`src/verilog/ddf_pkg.sv`:
```
// constants for the two-wide, two-thread decode and issue front end
// assumes a single core clock; fetch supplies predecoded instruction attributes
`default_nettype none

package ddf_pkg;
  localparam int unsigned LONG_INSN_BYTES = 8;
  localparam int unsigned MAX_PREFIXES = 3;
  localparam int unsigned ROM_DELAY_CYCLES = 2;
  localparam int unsigned BYTE_WINDOW_CYCLES = 7;
  localparam int unsigned BYTE_WINDOW_LIMIT = 48;
  localparam int unsigned LINE_BYTES = 16;
  localparam int unsigned LOAD_USE_CYCLES = 0;
  localparam int unsigned SIMD_WIDE_BITS = 128;
  localparam int unsigned FP_NARROW_BITS = 64;

  // execution unit classes carried with each instruction
  typedef enum logic [3:0] {
    DDF_U_ALU, DDF_U_SHIFT, DDF_U_LDST, DDF_U_BIT, DDF_U_JUMP, DDF_U_LEA,
    DDF_U_SIMD_ALU, DDF_U_SHUF, DDF_U_FMUL, DDF_U_DIV, DDF_U_FADD
  } ddf_unit_e;

  // one-hot unit select fields on each issue port
  localparam int unsigned UNIT_BITS = 11;
endpackage : ddf_pkg

`default_nettype wire

```
`src/verilog/ddf_frontend.sv`:
```
// two-decoder front end, per-thread queue and two-port in-order issue
// assumes fetch presents up to two predecoded instructions per thread
`default_nettype none

module ddf_frontend #(
  parameter int unsigned QDEPTH = 4
) (
  // clock and reset
  input wire logic clk,
  input wire logic rst_n,
  // fetch, per thread: two slots, attributes packed per slot
  input wire logic [1:0] f_valid0,
  input wire logic [1:0] f_valid1,
  input wire logic [7:0] f_unit0,
  input wire logic [7:0] f_unit1,
  input wire logic [9:0] f_len0,
  input wire logic [9:0] f_len1,
  input wire logic [5:0] f_pfx0,
  input wire logic [5:0] f_pfx1,
  input wire logic [1:0] f_x870,
  input wire logic [1:0] f_x871,
  input wire logic [1:0] f_rom0,
  input wire logic [1:0] f_rom1,
  input wire logic [1:0] f_simd640,
  input wire logic [1:0] f_simd641,
  input wire logic [1:0] f_load0,
  input wire logic [1:0] f_load1,
  input wire logic [1:0] f_unsafe0,
  input wire logic [1:0] f_unsafe1,
  input wire logic [3:0] f_addr_lo0,
  input wire logic [3:0] f_addr_lo1,
  input wire logic prefetch_ready,
  // fetch consumption
  output logic [1:0] f_taken0,
  output logic [1:0] f_taken1,
  output logic dec_thread,
  // issue ports
  output logic [1:0] iss_valid,
  output logic [1:0] iss_thread,
  output logic [ddf_pkg::UNIT_BITS-1:0] iss_sel0,
  output logic [ddf_pkg::UNIT_BITS-1:0] iss_sel1,
  output logic [1:0] iss_wide,
  output logic [1:0] iss_zero_lu,
  output logic rom_busy,
  output logic fe_stall
);
  initial begin
    if (QDEPTH < 2 || QDEPTH > 16) $error("QDEPTH must be 2..16");
  end

  localparam int AW = $clog2(QDEPTH);
  typedef struct packed {
    logic [3:0] unit;
    logic simd64;
    logic load;
    logic unsafe_;
  } ddf_ent_s;

  logic [1:0] rst_sync_q;
  logic rst_ok;
  always_ff @(posedge clk or negedge rst_n) begin
    if (!rst_n) rst_sync_q <= 2'b00;
    else rst_sync_q <= {rst_sync_q[0], 1'b1};
  end
  assign rst_ok = rst_sync_q[1];

  // fetch pins pass two flops
  logic [1:0] s_v0_a, s_v0_b, s_v1_a, s_v1_b, s_x0_a, s_x0_b, s_x1_a, s_x1_b;
  logic [1:0] s_r0_a, s_r0_b, s_r1_a, s_r1_b, s_s0_a, s_s0_b, s_s1_a, s_s1_b;
  logic [1:0] s_l0_a, s_l0_b, s_l1_a, s_l1_b, s_u0_a, s_u0_b, s_u1_a, s_u1_b;
  logic [7:0] s_un0_a, s_un0_b, s_un1_a, s_un1_b;
  logic [9:0] s_ln0_a, s_ln0_b, s_ln1_a, s_ln1_b;
  logic [5:0] s_p0_a, s_p0_b, s_p1_a, s_p1_b;
  logic [3:0] s_a0_a, s_a0_b, s_a1_a, s_a1_b;
  logic s_pr_a, s_pr_b;
  always_ff @(posedge clk or negedge rst_ok) begin
    if (!rst_ok) begin
      {s_v0_a, s_v0_b, s_v1_a, s_v1_b, s_x0_a, s_x0_b, s_x1_a, s_x1_b} <= '0;
      {s_r0_a, s_r0_b, s_r1_a, s_r1_b, s_s0_a, s_s0_b, s_s1_a, s_s1_b} <= '0;
      {s_l0_a, s_l0_b, s_l1_a, s_l1_b, s_u0_a, s_u0_b, s_u1_a, s_u1_b} <= '0;
      {s_un0_a, s_un0_b, s_un1_a, s_un1_b, s_ln0_a, s_ln0_b, s_ln1_a, s_ln1_b} <= '0;
      {s_p0_a, s_p0_b, s_p1_a, s_p1_b, s_a0_a, s_a0_b, s_a1_a, s_a1_b} <= '0;
      {s_pr_a, s_pr_b} <= '0;
    end else begin
      {s_v0_a, s_v1_a, s_x0_a, s_x1_a} <= {f_valid0, f_valid1, f_x870, f_x871};
      {s_v0_b, s_v1_b, s_x0_b, s_x1_b} <= {s_v0_a, s_v1_a, s_x0_a, s_x1_a};
      {s_r0_a, s_r1_a, s_s0_a, s_s1_a} <= {f_rom0, f_rom1, f_simd640, f_simd641};
      {s_r0_b, s_r1_b, s_s0_b, s_s1_b} <= {s_r0_a, s_r1_a, s_s0_a, s_s1_a};
      {s_l0_a, s_l1_a, s_u0_a, s_u1_a} <= {f_load0, f_load1, f_unsafe0, f_unsafe1};
      {s_l0_b, s_l1_b, s_u0_b, s_u1_b} <= {s_l0_a, s_l1_a, s_u0_a, s_u1_a};
      {s_un0_a, s_un1_a, s_ln0_a, s_ln1_a} <= {f_unit0, f_unit1, f_len0, f_len1};
      {s_un0_b, s_un1_b, s_ln0_b, s_ln1_b} <= {s_un0_a, s_un1_a, s_ln0_a, s_ln1_a};
      {s_p0_a, s_p1_a, s_a0_a, s_a1_a} <= {f_pfx0, f_pfx1, f_addr_lo0, f_addr_lo1};
      {s_p0_b, s_p1_b, s_a0_b, s_a1_b} <= {s_p0_a, s_p1_a, s_a0_a, s_a1_a};
      s_pr_a <= prefetch_ready;
      s_pr_b <= s_pr_a;
    end
  end

  // per-thread queue partitions
  ddf_ent_s q_mem [2][QDEPTH];
  logic [AW-1:0] q_rd_q [2];
  logic [AW-1:0] q_wr_q [2];
  logic [AW:0] q_cnt_q [2];

  // decode-side thread choice and slot selection
  logic th_q;
  logic [1:0] sv, sx, sr, ss, sl, su;
  logic [7:0] sun;
  logic [9:0] sln;
  logic [5:0] sp;
  logic [3:0] sa;
  logic [1:0] rdy;
  logic [1:0] blind_q [2];
  always_comb begin
    rdy[0] = s_v0_b[0] && blind_q[0] == 2'd0 && (q_cnt_q[0] <= (AW+1)'(QDEPTH - 2));
    rdy[1] = s_v1_b[0] && blind_q[1] == 2'd0 && (q_cnt_q[1] <= (AW+1)'(QDEPTH - 2));
  end

  // decoder slot qualifiers
  logic [1:0] dec_go;
  logic rom_req, long_or_pfx, pair_cross, byte_block;
  logic [2:0] rom_cnt_q;
  logic hold_q;
  logic dth;
  always_comb begin
    dth = (rdy[0] && rdy[1]) ? th_q : rdy[1];
    sv = dth ? s_v1_b : s_v0_b;
    sx = dth ? s_x1_b : s_x0_b;
    sr = dth ? s_r1_b : s_r0_b;
    ss = dth ? s_s1_b : s_s0_b;
    sl = dth ? s_l1_b : s_l0_b;
    su = dth ? s_u1_b : s_u0_b;
    sun = dth ? s_un1_b : s_un0_b;
    sln = dth ? s_ln1_b : s_ln0_b;
    sp = dth ? s_p1_b : s_p0_b;
    sa = dth ? s_a1_b : s_a0_b;
    long_or_pfx = (int'(sln[4:0]) > ddf_pkg::LONG_INSN_BYTES)
      || (int'(sp[2:0]) > ddf_pkg::MAX_PREFIXES);
    rom_req = sv[0] && (sr[0] || long_or_pfx);
    pair_cross = (7'(sa) + 7'(sln[4:0]) + 7'(sln[9:5])) > 7'(ddf_pkg::LINE_BYTES);
    dec_go = 2'b00;
    if ((rdy != 2'b00) && !byte_block && !hold_q && rom_cnt_q == 3'd0) begin
      dec_go[0] = sv[0];
      // slot 1 only with a plain, non-jump, non-x87-collision first slot
      dec_go[1] = sv[1] && !rom_req && !(sun[3:0] == 4'(ddf_pkg::DDF_U_JUMP))
        && !(sx[0] && sx[1])
        && !sr[1] && !((int'(sln[9:5]) > ddf_pkg::LONG_INSN_BYTES)
        || (int'(sp[5:3]) > ddf_pkg::MAX_PREFIXES));
    end
  end

  // synced fetch pins lag the taken pulse: skip the thread until fresh slots arrive
  always_ff @(posedge clk or negedge rst_ok) begin
    if (!rst_ok) begin
      blind_q[0] <= 2'd0;
      blind_q[1] <= 2'd0;
    end else begin
      for (int i = 0; i < 2; i++) begin
        if (dec_go != 2'b00 && dth == 1'(i)) blind_q[i] <= 2'd2;
        else if (blind_q[i] != 2'd0) blind_q[i] <= blind_q[i] - 2'd1;
      end
    end
  end

  // rom transfer delay, decoder 0 only
  always_ff @(posedge clk or negedge rst_ok) begin
    if (!rst_ok) rom_cnt_q <= 3'd0;
    else if (rom_cnt_q != 3'd0) rom_cnt_q <= rom_cnt_q - 3'd1;
    else if (dec_go[0] && rom_req) rom_cnt_q <= 3'(ddf_pkg::ROM_DELAY_CYCLES);
  end

  // 16-byte boundary hold
  always_ff @(posedge clk or negedge rst_ok) begin
    if (!rst_ok) hold_q <= 1'b0;
    else hold_q <= (dec_go == 2'b11) && pair_cross;
  end

  // sliding byte window
  logic [9:0] win_q [ddf_pkg::BYTE_WINDOW_CYCLES];
  logic [9:0] win_sum, now_bytes;
  always_comb begin
    now_bytes = (dec_go[0] ? 10'(sln[4:0]) : 10'd0) + (dec_go[1] ? 10'(sln[9:5]) : 10'd0);
    win_sum = 10'd0;
    for (int i = 0; i < ddf_pkg::BYTE_WINDOW_CYCLES - 1; i++) win_sum = win_sum + win_q[i];
    byte_block = (int'(win_sum) > ddf_pkg::BYTE_WINDOW_LIMIT) && !s_pr_b;
  end
  always_ff @(posedge clk or negedge rst_ok) begin
    if (!rst_ok) begin
      for (int i = 0; i < ddf_pkg::BYTE_WINDOW_CYCLES; i++) win_q[i] <= 10'd0;
    end else begin
      win_q[0] <= now_bytes;
      for (int i = 1; i < ddf_pkg::BYTE_WINDOW_CYCLES; i++) win_q[i] <= win_q[i-1];
    end
  end

  // issue: oldest two of chosen thread, with cross-thread fill
  ddf_ent_s h0, h1, hx;
  logic ith;
  logic [1:0] irdy;
  logic [1:0] pop [2];
  logic m_legal0, m_legal1, m_w0, m_w1, m_legalx, m_wx;
  logic [ddf_pkg::UNIT_BITS-1:0] m_sel0, m_sel1, m_selx;
  logic [3:0] u_port0, u_port1;
  logic use_x;
  always_comb begin
    irdy[0] = q_cnt_q[0] != '0;
    irdy[1] = q_cnt_q[1] != '0;
    ith = (irdy[0] && irdy[1]) ? ~th_q : irdy[1];
    h0 = q_mem[ith][q_rd_q[ith]];
    h1 = q_mem[ith][AW'(q_rd_q[ith] + AW'(1))];
    hx = q_mem[~ith][q_rd_q[~ith]];
  end

  ddf_port_map u_map0 (
    .unit(h0.unit),
    .port1(1'b0),
    .simd64(h0.simd64),
    .fadd_load(h0.load),
    .legal(m_legal0),
    .sel(m_sel0),
    .wide(m_w0)
  );
  ddf_port_map u_map1 (
    .unit(use_x ? hx.unit : h1.unit),
    .port1(1'b1),
    .simd64(use_x ? hx.simd64 : h1.simd64),
    .fadd_load(use_x ? hx.load : h1.load),
    .legal(m_legal1),
    .sel(m_sel1),
    .wide(m_w1)
  );
  ddf_port_map u_mapx (
    .unit(h0.unit),
    .port1(1'b1),
    .simd64(h0.simd64),
    .fadd_load(h0.load),
    .legal(m_legalx),
    .sel(m_selx),
    .wide(m_wx)
  );

  logic g0, g1, swap, p0_unsafe;
  always_comb begin
    use_x = irdy[~ith] && (q_cnt_q[ith] < (AW+1)'(2) || h0.unsafe_);
    swap = !m_legal0 && m_legalx;
    g0 = irdy[ith];
    p0_unsafe = h0.unsafe_;
    g1 = (use_x || q_cnt_q[ith] >= (AW+1)'(2)) && m_legal1 && !swap
      && !(h0.unit == 4'(ddf_pkg::DDF_U_FADD) && h0.load);
    pop[0] = 2'b00;
    pop[1] = 2'b00;
    if (g0) pop[ith][0] = 1'b1;
    if (g1) begin
      if (use_x) pop[~ith][0] = 1'b1;
      else pop[ith][1] = 1'b1;
    end
  end

  // queue update, at most two writes per cycle
  genvar t;
  generate
    for (t = 0; t < 2; t++) begin : g_q
      logic [1:0] wr;
      logic [1:0] np;
      ddf_ent_s e0, e1;
      assign wr = (dth == 1'(t)) ? dec_go : 2'b00;
      assign np = {1'b0, pop[t][0]} + {1'b0, pop[t][1]};
      assign e0 = '{unit: sun[3:0], simd64: ss[0], load: sl[0], unsafe_: su[0]};
      assign e1 = '{unit: sun[7:4], simd64: ss[1], load: sl[1], unsafe_: su[1]};
      always_ff @(posedge clk or negedge rst_ok) begin
        if (!rst_ok) begin
          q_rd_q[t] <= '0;
          q_wr_q[t] <= '0;
          q_cnt_q[t] <= '0;
        end else begin
          q_rd_q[t] <= AW'(q_rd_q[t] + AW'(np));
          q_wr_q[t] <= AW'(q_wr_q[t] + AW'(wr[0]) + AW'(wr[1]));
          q_cnt_q[t] <= (AW+1)'(q_cnt_q[t] + (AW+1)'(wr[0]) + (AW+1)'(wr[1]) - (AW+1)'(np));
        end
      end
      always_ff @(posedge clk) begin
        if (wr[0]) q_mem[t][q_wr_q[t]] <= e0;
        if (wr[1]) q_mem[t][AW'(q_wr_q[t] + AW'(1))] <= e1;
      end
    end
  endgenerate

  // fairness toggle
  always_ff @(posedge clk or negedge rst_ok) begin
    if (!rst_ok) th_q <= 1'b0;
    else if ((dec_go != 2'b00) || g0) th_q <= ~th_q;
  end

  // registered outputs
  always_ff @(posedge clk or negedge rst_ok) begin
    if (!rst_ok) begin
      iss_valid <= 2'b00;
      iss_thread <= 2'b00;
      iss_sel0 <= '0;
      iss_sel1 <= '0;
      iss_wide <= 2'b00;
      iss_zero_lu <= 2'b00;
      f_taken0 <= 2'b00;
      f_taken1 <= 2'b00;
      dec_thread <= 1'b0;
      rom_busy <= 1'b0;
      fe_stall <= 1'b0;
    end else begin
      iss_valid <= {g1 || (g0 && swap), g0 && !swap};
      iss_thread <= {(use_x && g1) ? ~ith : ith, ith};
      iss_sel0 <= (g0 && !swap) ? m_sel0 : '0;
      iss_sel1 <= g1 ? m_sel1 : ((g0 && swap) ? m_selx : '0);
      iss_wide <= {(m_w1 && g1) || (m_wx && g0 && swap), m_w0 && g0 && !swap};
      iss_zero_lu <= {g1 && m_sel1[4'(ddf_pkg::DDF_U_ALU)],
        g0 && !swap && m_sel0[4'(ddf_pkg::DDF_U_ALU)]};
      f_taken0 <= dth ? 2'b00 : dec_go;
      f_taken1 <= dth ? dec_go : 2'b00;
      dec_thread <= dth;
      rom_busy <= (rom_cnt_q > 3'd1) || (dec_go[0] && rom_req);
      fe_stall <= byte_block || hold_q || (rom_cnt_q != 3'd0);
    end
  end
endmodule : ddf_frontend

`default_nettype wire

```
`src/verilog/ddf_port_map.sv`:
```
// maps an instruction's unit class onto one issue port's unit selects
// assumes the caller has already decided the port
`default_nettype none

module ddf_port_map (
  // request
  input wire logic [3:0] unit,
  input wire logic port1,
  input wire logic simd64,
  input wire logic fadd_load,
  // result
  output logic legal,
  output logic [ddf_pkg::UNIT_BITS-1:0] sel,
  output logic wide
);
  always_comb begin
    sel = '0;
    sel[unit] = 1'b1;
    wide = 1'b0;
    unique case (ddf_pkg::ddf_unit_e'(unit))
      ddf_pkg::DDF_U_ALU, ddf_pkg::DDF_U_SIMD_ALU: begin
        legal = !(port1 && simd64 && unit == 4'(ddf_pkg::DDF_U_SIMD_ALU));
        wide = !simd64 && unit == 4'(ddf_pkg::DDF_U_SIMD_ALU);
      end
      ddf_pkg::DDF_U_SHIFT, ddf_pkg::DDF_U_LDST: begin
        legal = !port1;
      end
      ddf_pkg::DDF_U_BIT, ddf_pkg::DDF_U_JUMP, ddf_pkg::DDF_U_LEA: begin
        legal = port1;
      end
      ddf_pkg::DDF_U_SHUF, ddf_pkg::DDF_U_FMUL, ddf_pkg::DDF_U_DIV: begin
        legal = !port1;
        wide = unit == 4'(ddf_pkg::DDF_U_SHUF);
      end
      ddf_pkg::DDF_U_FADD: begin
        legal = port1 || fadd_load;
      end
      default: begin
        legal = 1'b0;
        sel = '0;
      end
    endcase
  end
endmodule : ddf_port_map

`default_nettype wire

```
`config.mk`:
```
export PLATFORM = sky130hd
export DESIGN_NAME = ddf_frontend
export DESIGN_NICKNAME = d
export VERILOG_FILES = /design/src/verilog/ddf_pkg.sv /design/src/verilog/ddf_frontend.sv /design/src/verilog/ddf_port_map.sv
export SDC_FILE = /design/constraint.sdc
export NUM_CORES = 1
export LEC_CHECK = 0
export BUFFER_PORTS_ARGS = -buffer_cell sky130_fd_sc_hd__buf_2
export CORE_AREA = 4 4 185 187
export DETAILED_ROUTE_END_ITERATION = 7
export DIE_AREA = 0 0 189 191
export GPL_TIMING_DRIVEN = 0
export PLACE_DENSITY = 0.62
export SLEW_MARGIN = 10
export SYNTH_ARGS = -nofsm -noshare
export SYNTH_HDL_FRONTEND = slang
export SYNTH_SLANG_ARGS = --single-unit
```
`constraint.sdc`:
```
create_clock -name clk -period 11 [get_ports clk]
set_input_delay 0.55 -clock clk [delete_from_list [all_inputs] [get_ports clk]]
set_output_delay 0.55 -clock clk [all_outputs]
set_load 0.02 [all_outputs]
```
# Word-level counts from Yosys, hierarchy flattened
# Memory sizes are Yosys's and may differ from the RTL's.
# Index checks and enable logic that the tools add are counted.
word_totals:
  ramBits: 56
  n_memories: 1
  reg_bits: 260
  wordCells: 469
memory_table:
  columns: ["name", "depth", "word_bits", "read_ports", "rd_ports_with_merged_regs", "wr", "line_no", "text"]
  rows:
  - ["q_mem", 2, 28, 2, 0, 1, "ddf_frontend.sv:101", "ddf_ent_s q_mem [2][QDEPTH];"]
classes:
  addsub: 28
  n_reduce_logical: 99
  n_lt_le_gt_ge: 32
  eq_ne: 22
  n_bitwise: 70
  muxes: 146
ops:
  columns: ["operator", "n"]
  rows:
  - ["$mux 28", 6]
  - ["$mux 1", 73]
  - ["$mux 7", 10]
  - ["$demux 7 s2", 4]
  - ["$or 1x1->1", 56]
  - ["$mux 11", 5]
  - ["$logic_and 1x1->1", 48]
  - ["$bmux 7 s2", 3]
  - ["$mux 2", 20]
  - ["$eq 4x3->1 const B", 9]
  - ["$reduce_or 28->1", 1]
  - ["$eq 4x4->1 const B", 6]
  - ["$reduce_or 11->1", 2]
  - ["$ge 3x3->1 const B", 7]
  - ["$not 2->3", 7]
  - ["$mux 4", 5]
  - ["$eq 4x2->1 const B", 4]
  - ["$logic_not 1->1", 15]
  - ["$mux 3", 5]
  - ["$reduce_bool 2->1", 7]
  - ["$add 3x1->3", 4]
  - ["$lt 3x1->1 const B", 4]
  - ["$logic_or 1x1->1", 11]
  - ["$add 10x6->10", 1]
  - ["47 further kinds", 84]

# Logic depth before layout (Yosys ltp)
logic_depth:
  word_depth: 24
  depth_mapped: 25

# By module
# Synthesis repeated with hierarchy kept, for this count alone.
hier_totals:
  cells_unflattened: 1124
  hier_area_um2: 13663.1
modules_own_cells:
  columns: ["mod", "seq_area_each_um2", "area_per_inst_um2", "cells_per_inst", "n_inst"]
  rows:
  - ["ddf_frontend", 7762.4, 13105.1, 1027, 1]
  - ["ddf_port_map at u_map0 ...", 0.0, 195.2, 33, 2]
  - ["ddf_port_map at u_mapx", 0.0, 167.7, 31, 1]

# Worst setup path before layout
# Ideal clock, no wire load.
synth_timing:
  path_kind: "reg2reg"
  from: "register win_q[12] (netlist name)"
  to: "register q_cnt_q[5] (netlist name)"
  path_stages_with_launch: 22
  setup_ns: 0.127
  n_path_buf: 1
  arrival_ns: 5.105
  setup_slack_ns: 5.767
  cell_sequence: "dfrtp_1 inv_1 fa_1 inv_1 fa_1 inv_1 fa_1 inv_1 ha_1 inv_1 fa_1 nand2_1 nor3_1 o311a_1 o221ai_1 or2_1 buf_4 nor2_1 fa_1 fa_1 xor2_1 xnor2_1"
synth_via:
  elab_cells_between_ends: 12
  cone_classes: "4 x add/sub; 1 x order compare; 2 x mux; 5 x reduce/logical"
synth_lines:
  columns: ["item", "line_no", "text"]
  rows:
  - ["start: declaration", "ddf_frontend.sv:180", "logic [9:0] win_q [ddf_pkg::BYTE_WINDOW_CYCLES];"]
  - ["$add 10x6->10", "ddf_frontend.sv:185", "for (int i = 0; i < ddf_pkg::BYTE_WINDOW_CYCLES - 1; i++) win_sum = win_sum + win_q[i];"]
  - ["$gt 10x6->1", "ddf_frontend.sv:186", "byte_block = (int'(win_sum) > ddf_pkg::BYTE_WINDOW_LIMIT) && !s_pr_b;"]
  - ["$logic_and 1x1->1", "ddf_frontend.sv:186", null]
  - ["$logic_not 1->1", "ddf_frontend.sv:143", "if ((rdy != 2'b00) && !byte_block && !hold_q && rom_cnt_q == 3'd0) begin"]
  - ["$logic_and 1x1->1 (3 in a row)", "ddf_frontend.sv:143", null]
  - ["$mux 2", "ddf_frontend.sv:143", null]
  - ["$mux 2", "ddf_frontend.sv:267", "assign wr = (dth == 1'(t)) ? dec_go : 2'b00;"]
  - ["net g_q[0].wr[1]", "ddf_frontend.sv:264", "logic [1:0] wr;"]
  - ["$add 3x1->3", "ddf_frontend.sv:279", "q_cnt_q[t] <= (AW+1)'(q_cnt_q[t] + (AW+1)'(wr[0]) + (AW+1)'(wr[1]) - (AW+1)'(np));"]
  - ["$sub 3x2->3", "ddf_frontend.sv:279", null]
  - ["end signal: indexed assignment", "ddf_frontend.sv:279", null]
  - ["end: declaration", "ddf_frontend.sv:104", "logic [AW:0] q_cnt_q [2];"]
# The timed path passes the listed nets, and every way through them passes these cells.
# A chain may end at the register's enable or synchronous reset.

# Worst setup path after layout
# Same ends and word-level chain as after synthesis.

==> results.sh <==
export IMPL_vias=7562
export IMPL_clock_sinks=299
export IMPL_clockRootBuffer="clkbuf_16"
export IMPL_synth_edf_count=56
export IMPL_cp_common_cell="fa_1"
export IMPL_cp_cell_sequence="inv_1, fa_1, inv_1, fa_1, inv_1, fa_1, inv_1, ha_1, inv_1, fa_1, nand2_1, nor3_1, o311a_1, o221ai_1, or2_1, buf_4, nor2_1, fa_1, fa_1, xor2_1, xnor2_1"
export IMPL_critPathSlowestCell="o221ai_1"
export IMPL_drtIter0Drc=465
export IMPL_clk_pin_slew_worst_paths_ns=0.06
export IMPL_rsz0062_at_grt="no"
export IMPL_wl_um=26530
export IMPL_yosysMostFrequentCell="dfrtp_1"
export IMPL_ys_top_cells_by_area="dfrtp_1 47%, edfxtp_1 13%, mux2i_1 6.2%, fa_1 5.6%, mux4_2 3.3%"
export IMPL_setup_viol=0
export IMPL_io_buffers=111
export IMPL_grt_pass1_wl_um=43480
export IMPL_synth_top_area_frac=0.4736
export IMPL_crit_family="adder cells"
export IMPL_cts_max_path_buffers=3
export IMPL_n_fill_cell=2886
export IMPL_rows=66
export IMPL_place_congestion=0.8755
export IMPL_grt_pass1_vias=7992
export IMPL_num_antenna_cells=0
export IMPL_tritoncts="yes"
export IMPL_die_w_um=189
export IMPL_synthTopCellsByCount="243 x dfrtp_1, 96 x inv_1, 80 x mux2i_1, 74 x a21oi_1, 71 x nand2_1"
export IMPL_final_setup_worst_slack_ns=5.017
export IMPL_htreeDepth=2
export IMPL_post_cts_buffers=0
export IMPL_antenna_found_initial=0
export IMPL_ys_warnings_count=0
export IMPL_grt_max_degree=64
export IMPL_vdd_drop_max_uv=159.7
export IMPL_max_stage_delay_ns=0.79
export IMPL_synthCells=959
export IMPL_setup_tns_ns=0
export IMPL_worstSetupEndpointType="flip-flop"
export IMPL_syn2layout_area_growth_pct=18.84
export IMPL_nets=1267
export IMPL_critPathBufInv=6
export IMPL_clock_latency_ns=0.52
export IMPL_hold_ws_ns=0.1349
export IMPL_synth_seq_cells=299
export IMPL_ant_nets=0
export IMPL_hold_viol=0
export IMPL_via_per_inst=4.765
export IMPL_dieArea_sq_mm=0.03610
export IMPL_grt_usage=0.1516
export IMPL_synth_seq_area_share=0.6046
export IMPL_die_h_um=191
export IMPL_hold_path_class="in -> reg"
export IMPL_synth_area_sq_mm=0.01284
export IMPL_wl_per_cell_um=16.72
export IMPL_power_total_w=0.003950
export IMPL_ys_types=77
export IMPL_critPathKind="reg -> reg"
export IMPL_rrSetupSlack_ns=5.02
export IMPL_power_leakage_nw=6.834
export IMPL_power_density_mw_per_mm2=258.9
export IMPL_dr_pass1_iters=7
export IMPL_drive_gt1_frac=0.2052
export IMPL_crit_arrival_ns=6.36
export IMPL_cp_required_ns=11.38
export IMPL_synth_flop_cell="dfrtp_1"
export IMPL_startpoint_type="flip-flop"
export IMPL_cts_buffers=34
export IMPL_hold_buffers=1
export IMPL_min_period_ns=5.983
export IMPL_maxCapViolCount=0
export IMPL_drc=0
export IMPL_post_route_period_util=0.5439
export IMPL_dp_hpwl_um=20070
export IMPL_synth_top_cell_by_area="dfrtp_1"
export IMPL_grt_remaining_overflow=0
export IMPL_pin_count=120
export IMPL_worst_pin_slew_ns=0.9901
export IMPL_core_sq_mm=0.03245
export IMPL_final_max_slew_violation_count=0
export IMPL_slew_headroom=0.3330
export IMPL_async_flop_share=0.8127
export IMPL_initial_core_util=0.3956
export IMPL_cp_max_fo=10
export IMPL_status="completed"
export IMPL_finalClockSkew_ns=0.02816
export IMPL_cts_resized=0
export IMPL_fmax_ghz=0.1671
export IMPL_avgSynthCellArea_sq_um=13.39
export IMPL_pre_cts_ws_ns=4.968
[registers in the layout (all words and copies together), names as in the netlist, 6 cells and up]
register and cells:
s_un0_b 8, s_ln1_b 10, win_q 36, s_ln0_a 10, s_un1_b 8, iss_sel0 11
q_mem 56, iss_sel1 11, s_ln1_a 10, q_cnt_q 6, s_un0_a 8, s_un1_a 8
s_ln0_b 10
[area by class of cell]
cell class              instances  area (sq um)  share of cell area
repair buffers                116         675.6             0.04428
multi-input cells             540          4574              0.2998
flip-flops and latches        299          7766              0.5090
clock buffers                  47         944.7             0.06191
well taps                     442         553.0             0.03624
clock inverters                15         211.5             0.01386
plain buffers                  30         157.7             0.01033
inverters                      98         375.4             0.02460
[where the power goes]
part	switching (W)	total, W	internal (W)
Sequential	0.0000890	0.00135	0.00126
Clock	0.000440	0.00114	0.000705
Combinational	0.000847	0.00145	0.000604
[stage by stage]
| step | cells | cell area, sq um | utilization |
|---|---|---|---|
| 4_1_cts | 1587 | 15260 | 0.4702 |
| 6_report | 1587 | 15260 | 0.4702 |
| 3_3_place_gp | 1520 | 13980 | 0.4307 |
| 2_1_floorplan | 967 | 12870 | - |
| 3_5_place_dp | 1524 | 14090 | 0.4342 |
| 5_1_grt | 1587 | 15260 | 0.4702 |
[path summary, 6_finish.rpt]
check | start | endpoint | cells after the start
min in group asynchronous | rst_sync_q[1] | s_x0_a[1] | 0
setup / recovery | win_q[12] | q_cnt_q[5] | 21
max in group asynchronous | rst_sync_q[1] | win_q[50] | 2
hold / removal | f_len1[2] | s_ln1_a[2] | 1
setup reg to reg | win_q[12] | q_cnt_q[5] | 21
hold reg to reg | rst_sync_q[1] | s_x0_a[1] | 0
[cells by family after synthesis]
group	after synthesis	synth area share
AOI/OAI and AO/OA	141	0.07260
xor gates and xnor gates	20	0.01364
and+or+nand+nor	194	0.07621
muxes	110	0.1065
DFF	299	0.6046
buffers and inverters	128	0.04151
adders and majority gates	65	0.08439
other	2	0.0005849
[cell usage in the layout, fill, tap and decap left out, types with 4 or more instances in the layout]
| cell type | n |
|---|---|
| a21o_1 | 5 |
| a21oi_1 | 74 |
| buf_1 | 6 |
| buf_16 | 4 |
| buf_2 | 117 |
| buf_4 | 4 |
| bufinv_16 | 4 |
| clkbuf_1 | 20 |
| clkbuf_16 | 35 |
| clkinv_2 | 4 |
| conb_1 | 10 |
| dfrtp_1 | 242 |
| edfxtp_1 | 56 |
| fa_1 | 36 |
| ha_1 | 29 |
| inv_1 | 96 |
| inv_6 | 4 |
| mux2_2 | 8 |
| mux2i_1 | 80 |
| mux4_2 | 19 |
| nand2_1 | 71 |
| nand2b_1 | 10 |
| nand3_1 | 4 |
| nand4_1 | 4 |
| nor2_1 | 49 |
| nor2b_1 | 8 |
| nor3_1 | 7 |
| nor4_1 | 6 |
| o211ai_1 | 7 |
| o21ai_0 | 12 |
| or3_1 | 5 |
| xnor2_1 | 12 |
| xor2_1 | 8 |
[metal layers]
metal / GRT usage / wire length, um / part of all wire / vias up
met3: 0.02757 / 1329 / 0.050 / 55
met1: 0.2170 / 12420 / 0.47 / 3676
li1: - / - / - / 3612
met4: 0.05325 / 805 / 0.030 / 0
met5: 0 / 0 / 0 / -
met2: 0.2348 / 11970 / 0.45 / 219
Power figures use the tool's default switching activity.
